## src/shared/spi_core_pkg.sv

```systemverilog
// Constants and types shared by the serial port core
package spi_core_pkg;

  // Data width of the shift register and buffers
  localparam int DATA_W = 8;

  // Control register field positions
  localparam int CTL_RATE_LSB = 0; // Three-bit clock rate field
  localparam int CTL_CLOCK_PHASE_BIT = 3;
  localparam int CTL_CLOCK_POLARITY_BIT = 4;
  localparam int CTL_MASTER = 5;
  localparam int CTL_PORT_EN = 6;
  localparam int CTL_IRQ_EN = 7;

  // Control/status register field positions
  localparam int ST_SOFT_LEVEL = 0;
  localparam int ST_SOFT_MANAGE = 1;
  localparam int ST_MODE_FAULT_FLAG = 4;
  localparam int ST_OVR = 5;
  localparam int ST_WRITE_COLLISION_FLAG = 6;
  localparam int ST_DONE = 7;

  // Reset values
  localparam logic [7:0] CTL_RESET = 8'h00;
  localparam logic [7:0] CSR_RESET = 8'h00;
  localparam logic [7:0] DATA_RESET = 8'h00;

  // Clock edges in one byte and index of the last one
  localparam logic [3:0] EDGE_LAST = 4'hF;

  // System clock cycles per half period of the master clock, per rate code
  // Divisors 4, 8, 16, 32, 64, 128; codes 6 and 7 repeat the slowest
  localparam logic [6:0] RATE_HALF [0:7] = '{
    7'h02, 7'h04, 7'h08, 7'h10, 7'h20, 7'h40, 7'h40, 7'h40
  };

  // Number of synchronised pin inputs
  localparam int PIN_N = 4;

  // Master shifter states
  typedef enum logic {XF_IDLE, XF_RUN} xfer_state_e;

endpackage : spi_core_pkg

```

## src/rtl/pin_sync.sv

```systemverilog
// Two-flop synchronisers for the serial pin inputs
`timescale 1ns/1ps
module pin_sync (
  input wire logic sys_clk, // System clock
  input wire logic reset, // Synchronous reset, active high
  input wire logic [spi_core_pkg::PIN_N-1:0] pin_in, // Raw pin levels
  output logic [spi_core_pkg::PIN_N-1:0] pin_out // Synchronised levels
);
  import spi_core_pkg::*;

  logic [PIN_N-1:0] meta_q;

  // One pair of flops per pin; only the second flop is read outside
  genvar gi;
  generate
    for (gi = 0; gi < PIN_N; gi = gi + 1) begin : g_pin
      always_ff @(posedge sys_clk) begin
        if (reset) begin
          meta_q[gi] <= 1'b0;
          pin_out[gi] <= 1'b0;
        end else begin
          meta_q[gi] <= pin_in[gi];
          pin_out[gi] <= meta_q[gi];
        end
      end
    end
  endgenerate

endmodule : pin_sync

```

## src/rtl/spi_core.sv

```systemverilog
// Byte-wide serial port core, master or slave, with flag sequences
`timescale 1ns/1ps
// Functional notes
// [RULE1] Master data write loads eight-bit shifter, sent on MOSI MSB first.
// [RULE2] Master drives SCK at six rates, fastest clock over four, set polarity.
// [RULE3] External master must clock SCK no faster than clock over two.
// [RULE4] Master starts every transfer; slave returns MISO on the same clock.
// [RULE5] Single-wire use joins MISO and MOSI; only one direction at once.
// [RULE6] Master and slave use identical polarity and phase settings.
// [RULE7] Soft-manage set: internal select follows soft level, pin ignored.
// [RULE8] As master, internal select must stay high all the time.
// [RULE9] Phase one slave: select held low for the whole transmission.
// [RULE10] Phase zero slave: select high between bytes, else write collision.
// [RULE11] Master setup: rate, polarity, phase, then select, then enable.
// [RULE12] Master and enable bits stay set only while select is high.
// [RULE13] Master bit ignored if status register not written before control.
// [RULE14] Byte end sets done flag; interrupt if enabled and CPU unmasked.
// [RULE15] Master: done clears by status access then data read.
// [RULE16] Slave: done clears by status access then data read or write.
// [RULE17] While done is set, data writes ignored until status is read.
// [RULE18] Slave data write loads shifter, sent on MISO MSB first.
// [RULE19] Slave transfer begins with master clock and MSB on MOSI.
// [RULE20] Slave setup: polarity, phase, select, clear master, set enable.
// [RULE21] Done must be cleared before the next byte ends, else overrun.
// [RULE22] Select low as master: mode fault, drop enable and master.
// [RULE23] Write during transfer discarded, transfer goes on, collision flag.
// [RULE24] Byte end while done set raises overrun; status read clears it.
// [RULE25] Idle level equals polarity; phase picks first or second edge.
// [RULE26] Reset clears flags, enable, master and leaves shifter idle.
module spi_core (
  input wire logic sys_clk, // System clock, 200 MHz
  input wire logic reset, // Synchronous reset, active high
  input wire logic ctrl_wr, // Control register write strobe
  input wire logic [7:0] ctrl_wdata, // Control register write data
  output logic [7:0] ctrl_rdata, // Control register read value
  input wire logic csr_wr, // Control/status write strobe
  input wire logic csr_rd, // Control/status read strobe
  input wire logic [7:0] csr_wdata, // Control/status write data
  output logic [7:0] csr_rdata, // Control/status read value
  input wire logic data_wr, // Data register write strobe
  input wire logic data_rd, // Data register read strobe
  input wire logic [7:0] data_wdata, // Data register write data
  output logic [7:0] data_rdata, // Received byte buffer
  input wire logic irq_mask, // CPU interrupt mask, high masks
  output logic irq_req, // Interrupt request, active high
  input wire logic sck_in, // Serial clock pin level
  output logic sck_out, // Serial clock drive value
  output logic sck_oe_n, // Serial clock drive enable, active low
  input wire logic mosi_in, // MOSI pin level
  output logic mosi_out, // MOSI drive value
  output logic mosi_oe_n, // MOSI drive enable, active low
  input wire logic miso_in, // MISO pin level
  output logic miso_out, // MISO drive value
  output logic miso_oe_n, // MISO drive enable, active low
  input wire logic ss_n_in // Slave select pin, active low
);
  import spi_core_pkg::*;

  // Configuration and flag registers
  logic irq_en_q, port_en_q, master_q, clock_polarity_bit_q, clock_phase_bit_q;
  logic [2:0] rate_q;
  logic soft_manage_q, soft_level_q, csr_written_q;
  logic done_q, write_collision_flag_q, ovr_q, mode_fault_flag_q;
  logic done_seq_q, csr_rd_seen_q, write_collision_flag_seq_q, mode_fault_flag_seq_q;
  // Shifter state
  xfer_state_e state_q;
  logic [6:0] div_cnt_q;
  logic [3:0] edge_cnt_q;
  logic [DATA_W-1:0] shift_q, rx_buf_q;
  logic out_bit_q, sck_q, sck_prev_q, irq_q;
  logic sck_oe_n_q, mosi_oe_n_q, miso_oe_n_q;
  logic [PIN_N-1:0] pins_s;
  logic sck_s, mosi_s, miso_s, ss_n_s;

  // Pin inputs pass two flops before any logic reads them
  pin_sync u_pin_sync (
    .sys_clk(sys_clk),
    .reset(reset),
    .pin_in({sck_in, mosi_in, miso_in, ss_n_in}),
    .pin_out(pins_s)
  );
  assign {sck_s, mosi_s, miso_s, ss_n_s} = pins_s;

  // Internal select and mode decode
  logic ss_int, mode_fault, master_run, slave_sel, busy;
  assign ss_int = soft_manage_q ? soft_level_q : ss_n_s; // [RULE7]
  // Select low while mastering is a fault, drop the mode bits [RULE8]
  assign mode_fault = port_en_q & master_q & ~ss_int; // [RULE22] [RULE12]
  assign master_run = (state_q == XF_RUN);
  assign slave_sel = port_en_q & ~master_q & ~ss_int;
  // Phase zero slave is busy for as long as select stays low [RULE10]
  assign busy = master_run
              | (slave_sel & (~clock_phase_bit_q | (edge_cnt_q != 4'h0))); // [RULE23]

  // Data write qualification
  logic wr_inhibit, wr_accept, collide, start;
  assign wr_inhibit = done_q & ~csr_rd_seen_q; // [RULE17]
  assign wr_accept = data_wr & ~wr_inhibit & ~busy;
  assign collide = data_wr & ~wr_inhibit & busy; // [RULE23]
  assign start = wr_accept & port_en_q & master_q & ~mode_fault; // [RULE1]

  // Edge generation: master divider tick or synchronised slave edge
  logic [6:0] half_m1;
  logic div_tick, sck_edge_s, edge_fire, sample_edge, drive_edge;
  logic byte_done, rx_bit;
  logic [DATA_W-1:0] shift_in;
  assign half_m1 = RATE_HALF[rate_q] - 7'h01; // [RULE2]
  assign div_tick = master_run & (div_cnt_q == half_m1);
  // Sync delay limits slave clock to half the system clock [RULE3]
  assign sck_edge_s = slave_sel & (sck_s ^ sck_prev_q); // [RULE19]
  assign edge_fire = div_tick | sck_edge_s;
  // Even edges lead; phase zero samples them, phase one the trailing
  assign sample_edge = edge_fire & (edge_cnt_q[0] == clock_phase_bit_q); // [RULE25]
  assign drive_edge = edge_fire & ~sample_edge; // [RULE6]
  assign byte_done = edge_fire & (edge_cnt_q == EDGE_LAST);
  // Master listens on MISO, slave on MOSI, both on the master clock
  assign rx_bit = master_q ? miso_s : mosi_s; // [RULE4]
  assign shift_in = {shift_q[DATA_W-2:0], rx_bit};

  // Register access decode
  logic done_clear, write_collision_flag_clear, mode_fault_flag_clear, set_ok;
  // Slave may finish the sequence with a write too [RULE16]
  assign done_clear = done_seq_q
                    & (data_rd | (data_wr & ~master_q)); // [RULE15]
  assign write_collision_flag_clear = write_collision_flag_seq_q & data_rd;
  assign mode_fault_flag_clear = mode_fault_flag_seq_q & ctrl_wr;
  // Mode bits cannot be set during a fault except in its clear sequence
  assign set_ok = ~mode_fault_flag_q | mode_fault_flag_seq_q;

  // Control register; a fault overrides a same-cycle write [RULE26]
  always_ff @(posedge sys_clk) begin
    if (reset) begin
      {irq_en_q, port_en_q, master_q, clock_polarity_bit_q, clock_phase_bit_q} <= 5'h00;
      rate_q <= CTL_RESET[CTL_RATE_LSB +: 3];
    end else if (mode_fault) begin
      port_en_q <= 1'b0; // [RULE22]
      master_q <= 1'b0;
    end else if (ctrl_wr) begin
      // Setup order is software's job; an early master bit is dropped
      irq_en_q <= ctrl_wdata[CTL_IRQ_EN]; // [RULE11] [RULE20]
      port_en_q <= ctrl_wdata[CTL_PORT_EN] & set_ok;
      master_q <= ctrl_wdata[CTL_MASTER] & set_ok & csr_written_q; // [RULE13]
      clock_polarity_bit_q <= ctrl_wdata[CTL_CLOCK_POLARITY_BIT]; // [RULE6]
      clock_phase_bit_q <= ctrl_wdata[CTL_CLOCK_PHASE_BIT];
      rate_q <= ctrl_wdata[CTL_RATE_LSB +: 3];
    end
  end

  // Software select controls
  always_ff @(posedge sys_clk) begin
    if (reset) begin
      soft_manage_q <= CSR_RESET[ST_SOFT_MANAGE];
      soft_level_q <= CSR_RESET[ST_SOFT_LEVEL];
      csr_written_q <= 1'b0;
    end else if (csr_wr) begin
      soft_manage_q <= csr_wdata[ST_SOFT_MANAGE]; // [RULE7]
      soft_level_q <= csr_wdata[ST_SOFT_LEVEL];
      csr_written_q <= 1'b1;
    end
  end

  // Status flags; a hardware set always wins over a software clear
  always_ff @(posedge sys_clk) begin
    if (reset) begin
      {done_q, write_collision_flag_q, ovr_q, mode_fault_flag_q} <= 4'h0; // [RULE26]
    end else begin
      done_q <= byte_done | (done_q & ~done_clear); // [RULE14]
      write_collision_flag_q <= collide | (write_collision_flag_q & ~write_collision_flag_clear); // [RULE23]
      // A late clear by software shows up as overrun [RULE21]
      ovr_q <= (byte_done & done_q) | (ovr_q & ~csr_rd); // [RULE24]
      mode_fault_flag_q <= mode_fault | (mode_fault_flag_q & ~mode_fault_flag_clear); // [RULE22]
    end
  end

  // Clearing sequence trackers
  always_ff @(posedge sys_clk) begin
    if (reset) begin
      {done_seq_q, csr_rd_seen_q, write_collision_flag_seq_q, mode_fault_flag_seq_q} <= 4'h0;
    end else begin
      done_seq_q <= (done_seq_q | ((csr_rd | csr_wr) & done_q))
                  & ~done_clear; // [RULE15] [RULE16]
      csr_rd_seen_q <= (csr_rd_seen_q | (csr_rd & done_q))
                     & ~done_clear; // [RULE17]
      write_collision_flag_seq_q <= (write_collision_flag_seq_q | (csr_rd & write_collision_flag_q)) & ~write_collision_flag_clear;
      mode_fault_flag_seq_q <= (mode_fault_flag_seq_q | (csr_rd & mode_fault_flag_q)) & ~mode_fault_flag_clear;
    end
  end

  // Master sequencer; a mode fault aborts the byte
  always_ff @(posedge sys_clk) begin
    if (reset) begin
      state_q <= XF_IDLE; // [RULE26]
    end else begin
      case (state_q)
        XF_IDLE: if (start) state_q <= XF_RUN;
        XF_RUN: if (byte_done | mode_fault) state_q <= XF_IDLE;
        default: state_q <= XF_IDLE;
      endcase
    end
  end

  // Divider runs only during a master byte and is held at zero otherwise
  always_ff @(posedge sys_clk) begin
    if (reset || start || div_tick || !master_run) begin
      div_cnt_q <= 7'h00;
    end else begin
      div_cnt_q <= div_cnt_q + 7'h01;
    end
  end

  // Select high frames each slave byte, so the count restarts [RULE9]
  always_ff @(posedge sys_clk) begin
    if (reset || start || (!master_run && !slave_sel)) begin
      edge_cnt_q <= 4'h0;
    end else if (edge_fire) begin
      edge_cnt_q <= edge_cnt_q + 4'h1; // Wraps to zero after the last
    end
  end

  // Shifter, load on accepted write; slave load drives MISO [RULE18]
  always_ff @(posedge sys_clk) begin
    if (reset) begin
      shift_q <= DATA_RESET;
      out_bit_q <= 1'b0;
    end else if (wr_accept) begin
      shift_q <= data_wdata; // [RULE1]
      out_bit_q <= data_wdata[DATA_W-1];
    end else begin
      if (sample_edge) shift_q <= shift_in;
      if (drive_edge) out_bit_q <= shift_q[DATA_W-1];
    end
  end

  // Receive buffer keeps the first byte after the flag was cleared
  always_ff @(posedge sys_clk) begin
    if (reset) begin
      rx_buf_q <= DATA_RESET;
    end else if (byte_done && !done_q) begin
      rx_buf_q <= sample_edge ? shift_in : shift_q; // [RULE24]
    end
  end

  // Serial clock idles at the polarity level [RULE25]
  always_ff @(posedge sys_clk) begin
    if (reset) begin
      sck_q <= 1'b0;
      sck_prev_q <= 1'b0;
    end else begin
      sck_q <= master_run ? (sck_q ^ div_tick) : clock_polarity_bit_q; // [RULE2]
      sck_prev_q <= sck_s;
    end
  end

  // Pin enables, registered; MISO driven only by a selected slave
  always_ff @(posedge sys_clk) begin
    if (reset) begin
      {sck_oe_n_q, mosi_oe_n_q, miso_oe_n_q} <= 3'h7;
    end else begin
      sck_oe_n_q <= ~(port_en_q & master_q);
      mosi_oe_n_q <= ~(port_en_q & master_q);
      miso_oe_n_q <= ~slave_sel; // [RULE5]
    end
  end

  // Interrupt for done, mode fault and overrun; collision never raises it
  always_ff @(posedge sys_clk) begin
    if (reset) begin
      irq_q <= 1'b0;
    end else begin
      irq_q <= irq_en_q & ~irq_mask & (done_q | mode_fault_flag_q | ovr_q); // [RULE14]
    end
  end

  // Outputs straight from flops
  assign ctrl_rdata = {irq_en_q, port_en_q, master_q, clock_polarity_bit_q, clock_phase_bit_q, rate_q};
  assign csr_rdata = {done_q, write_collision_flag_q, ovr_q, mode_fault_flag_q, 2'b00,
                      soft_manage_q, soft_level_q};
  assign data_rdata = rx_buf_q;
  assign irq_req = irq_q;
  assign sck_out = sck_q;
  assign sck_oe_n = sck_oe_n_q;
  assign mosi_out = out_bit_q;
  assign mosi_oe_n = mosi_oe_n_q;
  assign miso_out = out_bit_q;
  assign miso_oe_n = miso_oe_n_q;
endmodule : spi_core

```

## config.mk

```make
export PLATFORM = sky130hd
export DESIGN_NAME = spi_core
export DESIGN_NICKNAME = d
export VERILOG_FILES = /design/src/shared/spi_core_pkg.sv /design/src/rtl/pin_sync.sv /design/src/rtl/spi_core.sv
export SDC_FILE = /design/constraint.sdc
export NUM_CORES = 1
export LEC_CHECK = 0
export BUFFER_PORTS_ARGS = -buffer_cell sky130_fd_sc_hd__buf_4
export CAP_MARGIN = 40
export CORE_ASPECT_RATIO = 0.75
export CORE_MARGIN = 1.5
export CORE_UTILIZATION = 41
export CTS_BUF_LIST = sky130_fd_sc_hd__clkbuf_8
export CTS_CLUSTER_SIZE = 30
export DETAILED_ROUTE_END_ITERATION = 6
export SLEW_MARGIN = 25
export SYNTH_ARGS = -nofsm -noshare
export SYNTH_HDL_FRONTEND = slang
export SYNTH_SLANG_ARGS = --single-unit
```

## constraint.sdc

```tcl
create_clock -name sys_clk -period 3.7 [get_ports sys_clk]
set_input_delay 0.555 -clock sys_clk [delete_from_list [all_inputs] [get_ports sys_clk]]
set_output_delay 0.555 -clock sys_clk [all_outputs]
set_load 0.02 [all_outputs]
```

==> impl_metrics.toml <==
[status]
status = "complete, no violations"

[placed_design]
place_congestion = 0.794
io_buffers = 58
dpl-instance-area_um2 = 3040
dp.cells = 399
hpwlAfterDp_um = 3730

[timing]
rsz0062_at_grt = "no"
slew_violations = 0
tns_ns = 0
tightestPinTransition_ns = 0.677
min_period_ns = 2.36
clock.fmax_mhz = 423
min_period_over_period_pct = 63.8
fin_hold_ws_ns = 0.385
finalHoldViolations = 0
skew_ns = 0.00455
slew_headroom_pct = 54.9
setup_viol = 0

[synthesis]
synth-compound-area-share_pct = 17.1
ys_seq_elements = 61
synth-edff-count = 0
synthXorXnorAreaFrac_pct = 3.64
avgSynthCellArea_um2 = 9.39
yosys.area_share.simple_pct = 17.8
synthMuxAreaShare_pct = 6.00
yosys_warnings = 0
ys_async_sr_fraction_pct = 0
seq_area_frac_synth_pct = 46.1
synthDistinctLibCells = 55
synth_top_family_by_area = "simple AND/OR/NAND/NOR gates"
syn-cell-area_um2 = 2650
synth_cells = 282
synth_flop_cell = "dfxtp_1"
synthAdderAreaFrac_pct = 1.42

[min_path]
holdCritPathClass = "in2reg"
hold_start = "irq_mask"
holdPathEnd = "irq_req$_SDFF_PP0_"
worstHoldPathCells = 2

[critical_path]
crit_start = "soft_manage_q$_SDFFE_PP0P_"
end_kind = "flip-flop"
crit_type = "reg2reg"
timing.rr.end = "data_rdata[3]$_SDFFE_PP0P_"
cp.buffers_inverters = 1
crit_arrival_ns = 2.60
rrSetupSlack_ns = 1.34
crit_path_max_fanout = 10
crit_cells = 7
path_cells = "mux2_4, nor3b_2, nand2_4, a2111oi_4, buf_6, nor2_1, a211oi_1"
cpMaxStageDelayCell = "a2111oi_4"
critPathRequiredTime_ns = 3.94
cpLargestDelayFamily = "compound AO/OA/AOI/OAI gates"
reg2regPathDepth = 7
r2r-start = "soft_manage_q$_SDFFE_PP0P_"
crit_path_max_incr_delay_ns = 0.59
worst_setup_path_start_kind = "flip-flop"

[global_route]
track_usage_pct = 16.2
grt_pass1_vias = 1771
grt_max_degree = 42
overflow = 0
grt_pass1_wl_um = 8490
antenna_found_initial = 0

[power_and_ir_drop]
peakVddDrop_mv = 0.230
seq_power_share_pct = 52.2
power_frac_comb_pct = 8.8
switching_power_uw = 308
switching_share_pct = 23.2
power_leakage_nw = 1.26
power.internal_mw = 1.02
power_density_nw_per_um2 = 413
pwr-share-clk_pct = 39.1

[clock_network]
cts.sinks = 61
cts-hold-fix-buffers = 0
cts.path.max_buffers = 2
cts-root-buf = "clkbuf_8"
worstSkewPairLatency_ns = 0.32
ctsHtreeMaxLevel = 3
clk_pin_slew_worst_paths_ns = 0.06
numCtsBuffers = 9
post_cts_buffers = 0
post_cts_resized = 0
tritoncts = "yes"

[drt]
wl_per_cell_um = 12.6
ant_nets = 0
first_iter_violations = 50
route.vias.total = 1990
viasPerCell = 4.81
drt-total-wl_um = 5230
dr.pass1.iters = 4
drcViolationCount = 0

[layout]
layout_commonest_cell = "dfxtp_1"
final_nets = 368
stdcell_count = 414
drive_above_1_share_pct = 27.9
mostFrequentLayoutCells = "dfxtp_1 (61), buf_4 (58), nor2_1 (37), nand2_1 (23), a21oi_1 (17)"
num-fill-cells = 599
n_antenna_cell = 0
syn2layout_area_growth_pct = 21.4
finish.instance_area_um2 = 3210

[floorplanning]
start_util_pct = 42.3
core-area_um2 = 6260
rows = 25
fp.dieArea_um2 = 6950
pin_count = 67
die_w_um = 95.8
die_h_um = 72.6

[job]
drv_cap = 0
## flip-flops by register name, summed over array words and instances, names as in the netlist, 3 cells and up
register / cells
div_cnt_q: 7
shift_q: 8
edge_cnt_q: 4
data_rdata: 8
u_pin_sync.pin_out: 4
rate_q: 3
u_pin_sync.meta_q: 4
## routing by layer
layer | wire, µm | global-route usage (%) | part of all wire (%)
met5 | 0 | 0 | 0
met4 | 61 | 4.41 | 1.2
met3 | 380 | 7.40 | 7.3
met2 | 2110 | 23.3 | 40
met1 | 2680 | 21.8 | 51
## layout make-up
| cell class | count | area [µm²] | share of cell area (%) |
|---|---|---|---|
| inverters | 12 | 45.0 | 1.40 |
| clock inverters | 3 | 12.5 | 0.389 |
| flip-flops and latches | 61 | 1220 | 38.0 |
| well taps | 81 | 101 | 3.15 |
| clock buffers | 12 | 165 | 5.14 |
| multi-input cells | 186 | 1220 | 38.0 |
| repair buffers | 59 | 447 | 13.9 |
## worst register-to-register path, stage by stage (launching register included)
cell	delay, ns
dfxtp_1	0.37
mux2_4	0.33
nor3b_2	0.36
nand2_4	0.16
a2111oi_4	0.59
buf_6	0.22
nor2_1	0.05
a211oi_1	0.19
## metrics by stage
stage               worst slack (ns)  total power [mW]  util (%)
floorplan                       1.64             0.782         -
global placement                1.13             0.824      48.4
detailed placement              1.31             0.825      48.5
CTS                             1.29              1.35      51.4
global route                    1.14              1.39      51.4
finish                          1.34              1.33      51.4
## worst max-delay path by stage
| stage | end |
|---|---|
| detailed placement | data_rdata[3]$_SDFFE_PP0P_ |
| global placement | data_rdata[7]$_SDFFE_PP0P_ |
| floorplan | data_rdata[0]$_SDFFE_PP0P_ |
| CTS | data_rdata[3]$_SDFFE_PP0P_ |
| finish | data_rdata[3]$_SDFFE_PP0P_ |
| global route | data_rdata[3]$_SDFFE_PP0P_ |
## cells by family after synthesis
| logic type | after synthesis |
|---|---|
| compound gates | 56 |
| flops | 61 |
| mux | 15 |
| fa+ha+maj | 3 |
| xor+xnor | 11 |
| simple gates | 99 |
| buf+inv | 36 |
| other cells | 1 |
## cells in the mapped netlist, types with 2 or more instances
cell type | count | area, µm²
a211oi_1 | 11 | 82.6
a211oi_2 | 2 | 25.0
a21oi_1 | 17 | 85.1
buf_4 | 15 | 113
buf_6 | 2 | 22.5
clkbuf_1 | 5 | 18.8
dfxtp_1 | 61 | 1220
ha_1 | 3 | 37.5
inv_1 | 11 | 41.3
mux2_2 | 3 | 33.8
mux2i_1 | 11 | 110
nand2_1 | 23 | 86.3
nand2b_1 | 3 | 18.8
nand3_1 | 12 | 60.1
nor2_1 | 37 | 139
nor2b_1 | 10 | 62.6
nor3_1 | 3 | 15.0
o21ai_0 | 7 | 35.0
xnor2_1 | 6 | 52.6
xor2_1 | 5 | 43.8
## power by group through the flow
| stage | sequential [mW] | combinational [mW] | clock [mW] |
|---|---|---|---|
| 3_5_place_dp | 0.708 | 0.117 | 0 |
| 5_1_grt | 0.695 | 0.129 | 0.567 |
| 2_1_floorplan | 0.708 | 0.0747 | 0 |
| 3_3_place_gp | 0.707 | 0.117 | 0 |
| 6_report | 0.693 | 0.116 | 0.519 |
| 4_1_cts | 0.693 | 0.118 | 0.538 |
Note: power is estimated with default switching activity, not from simulation.
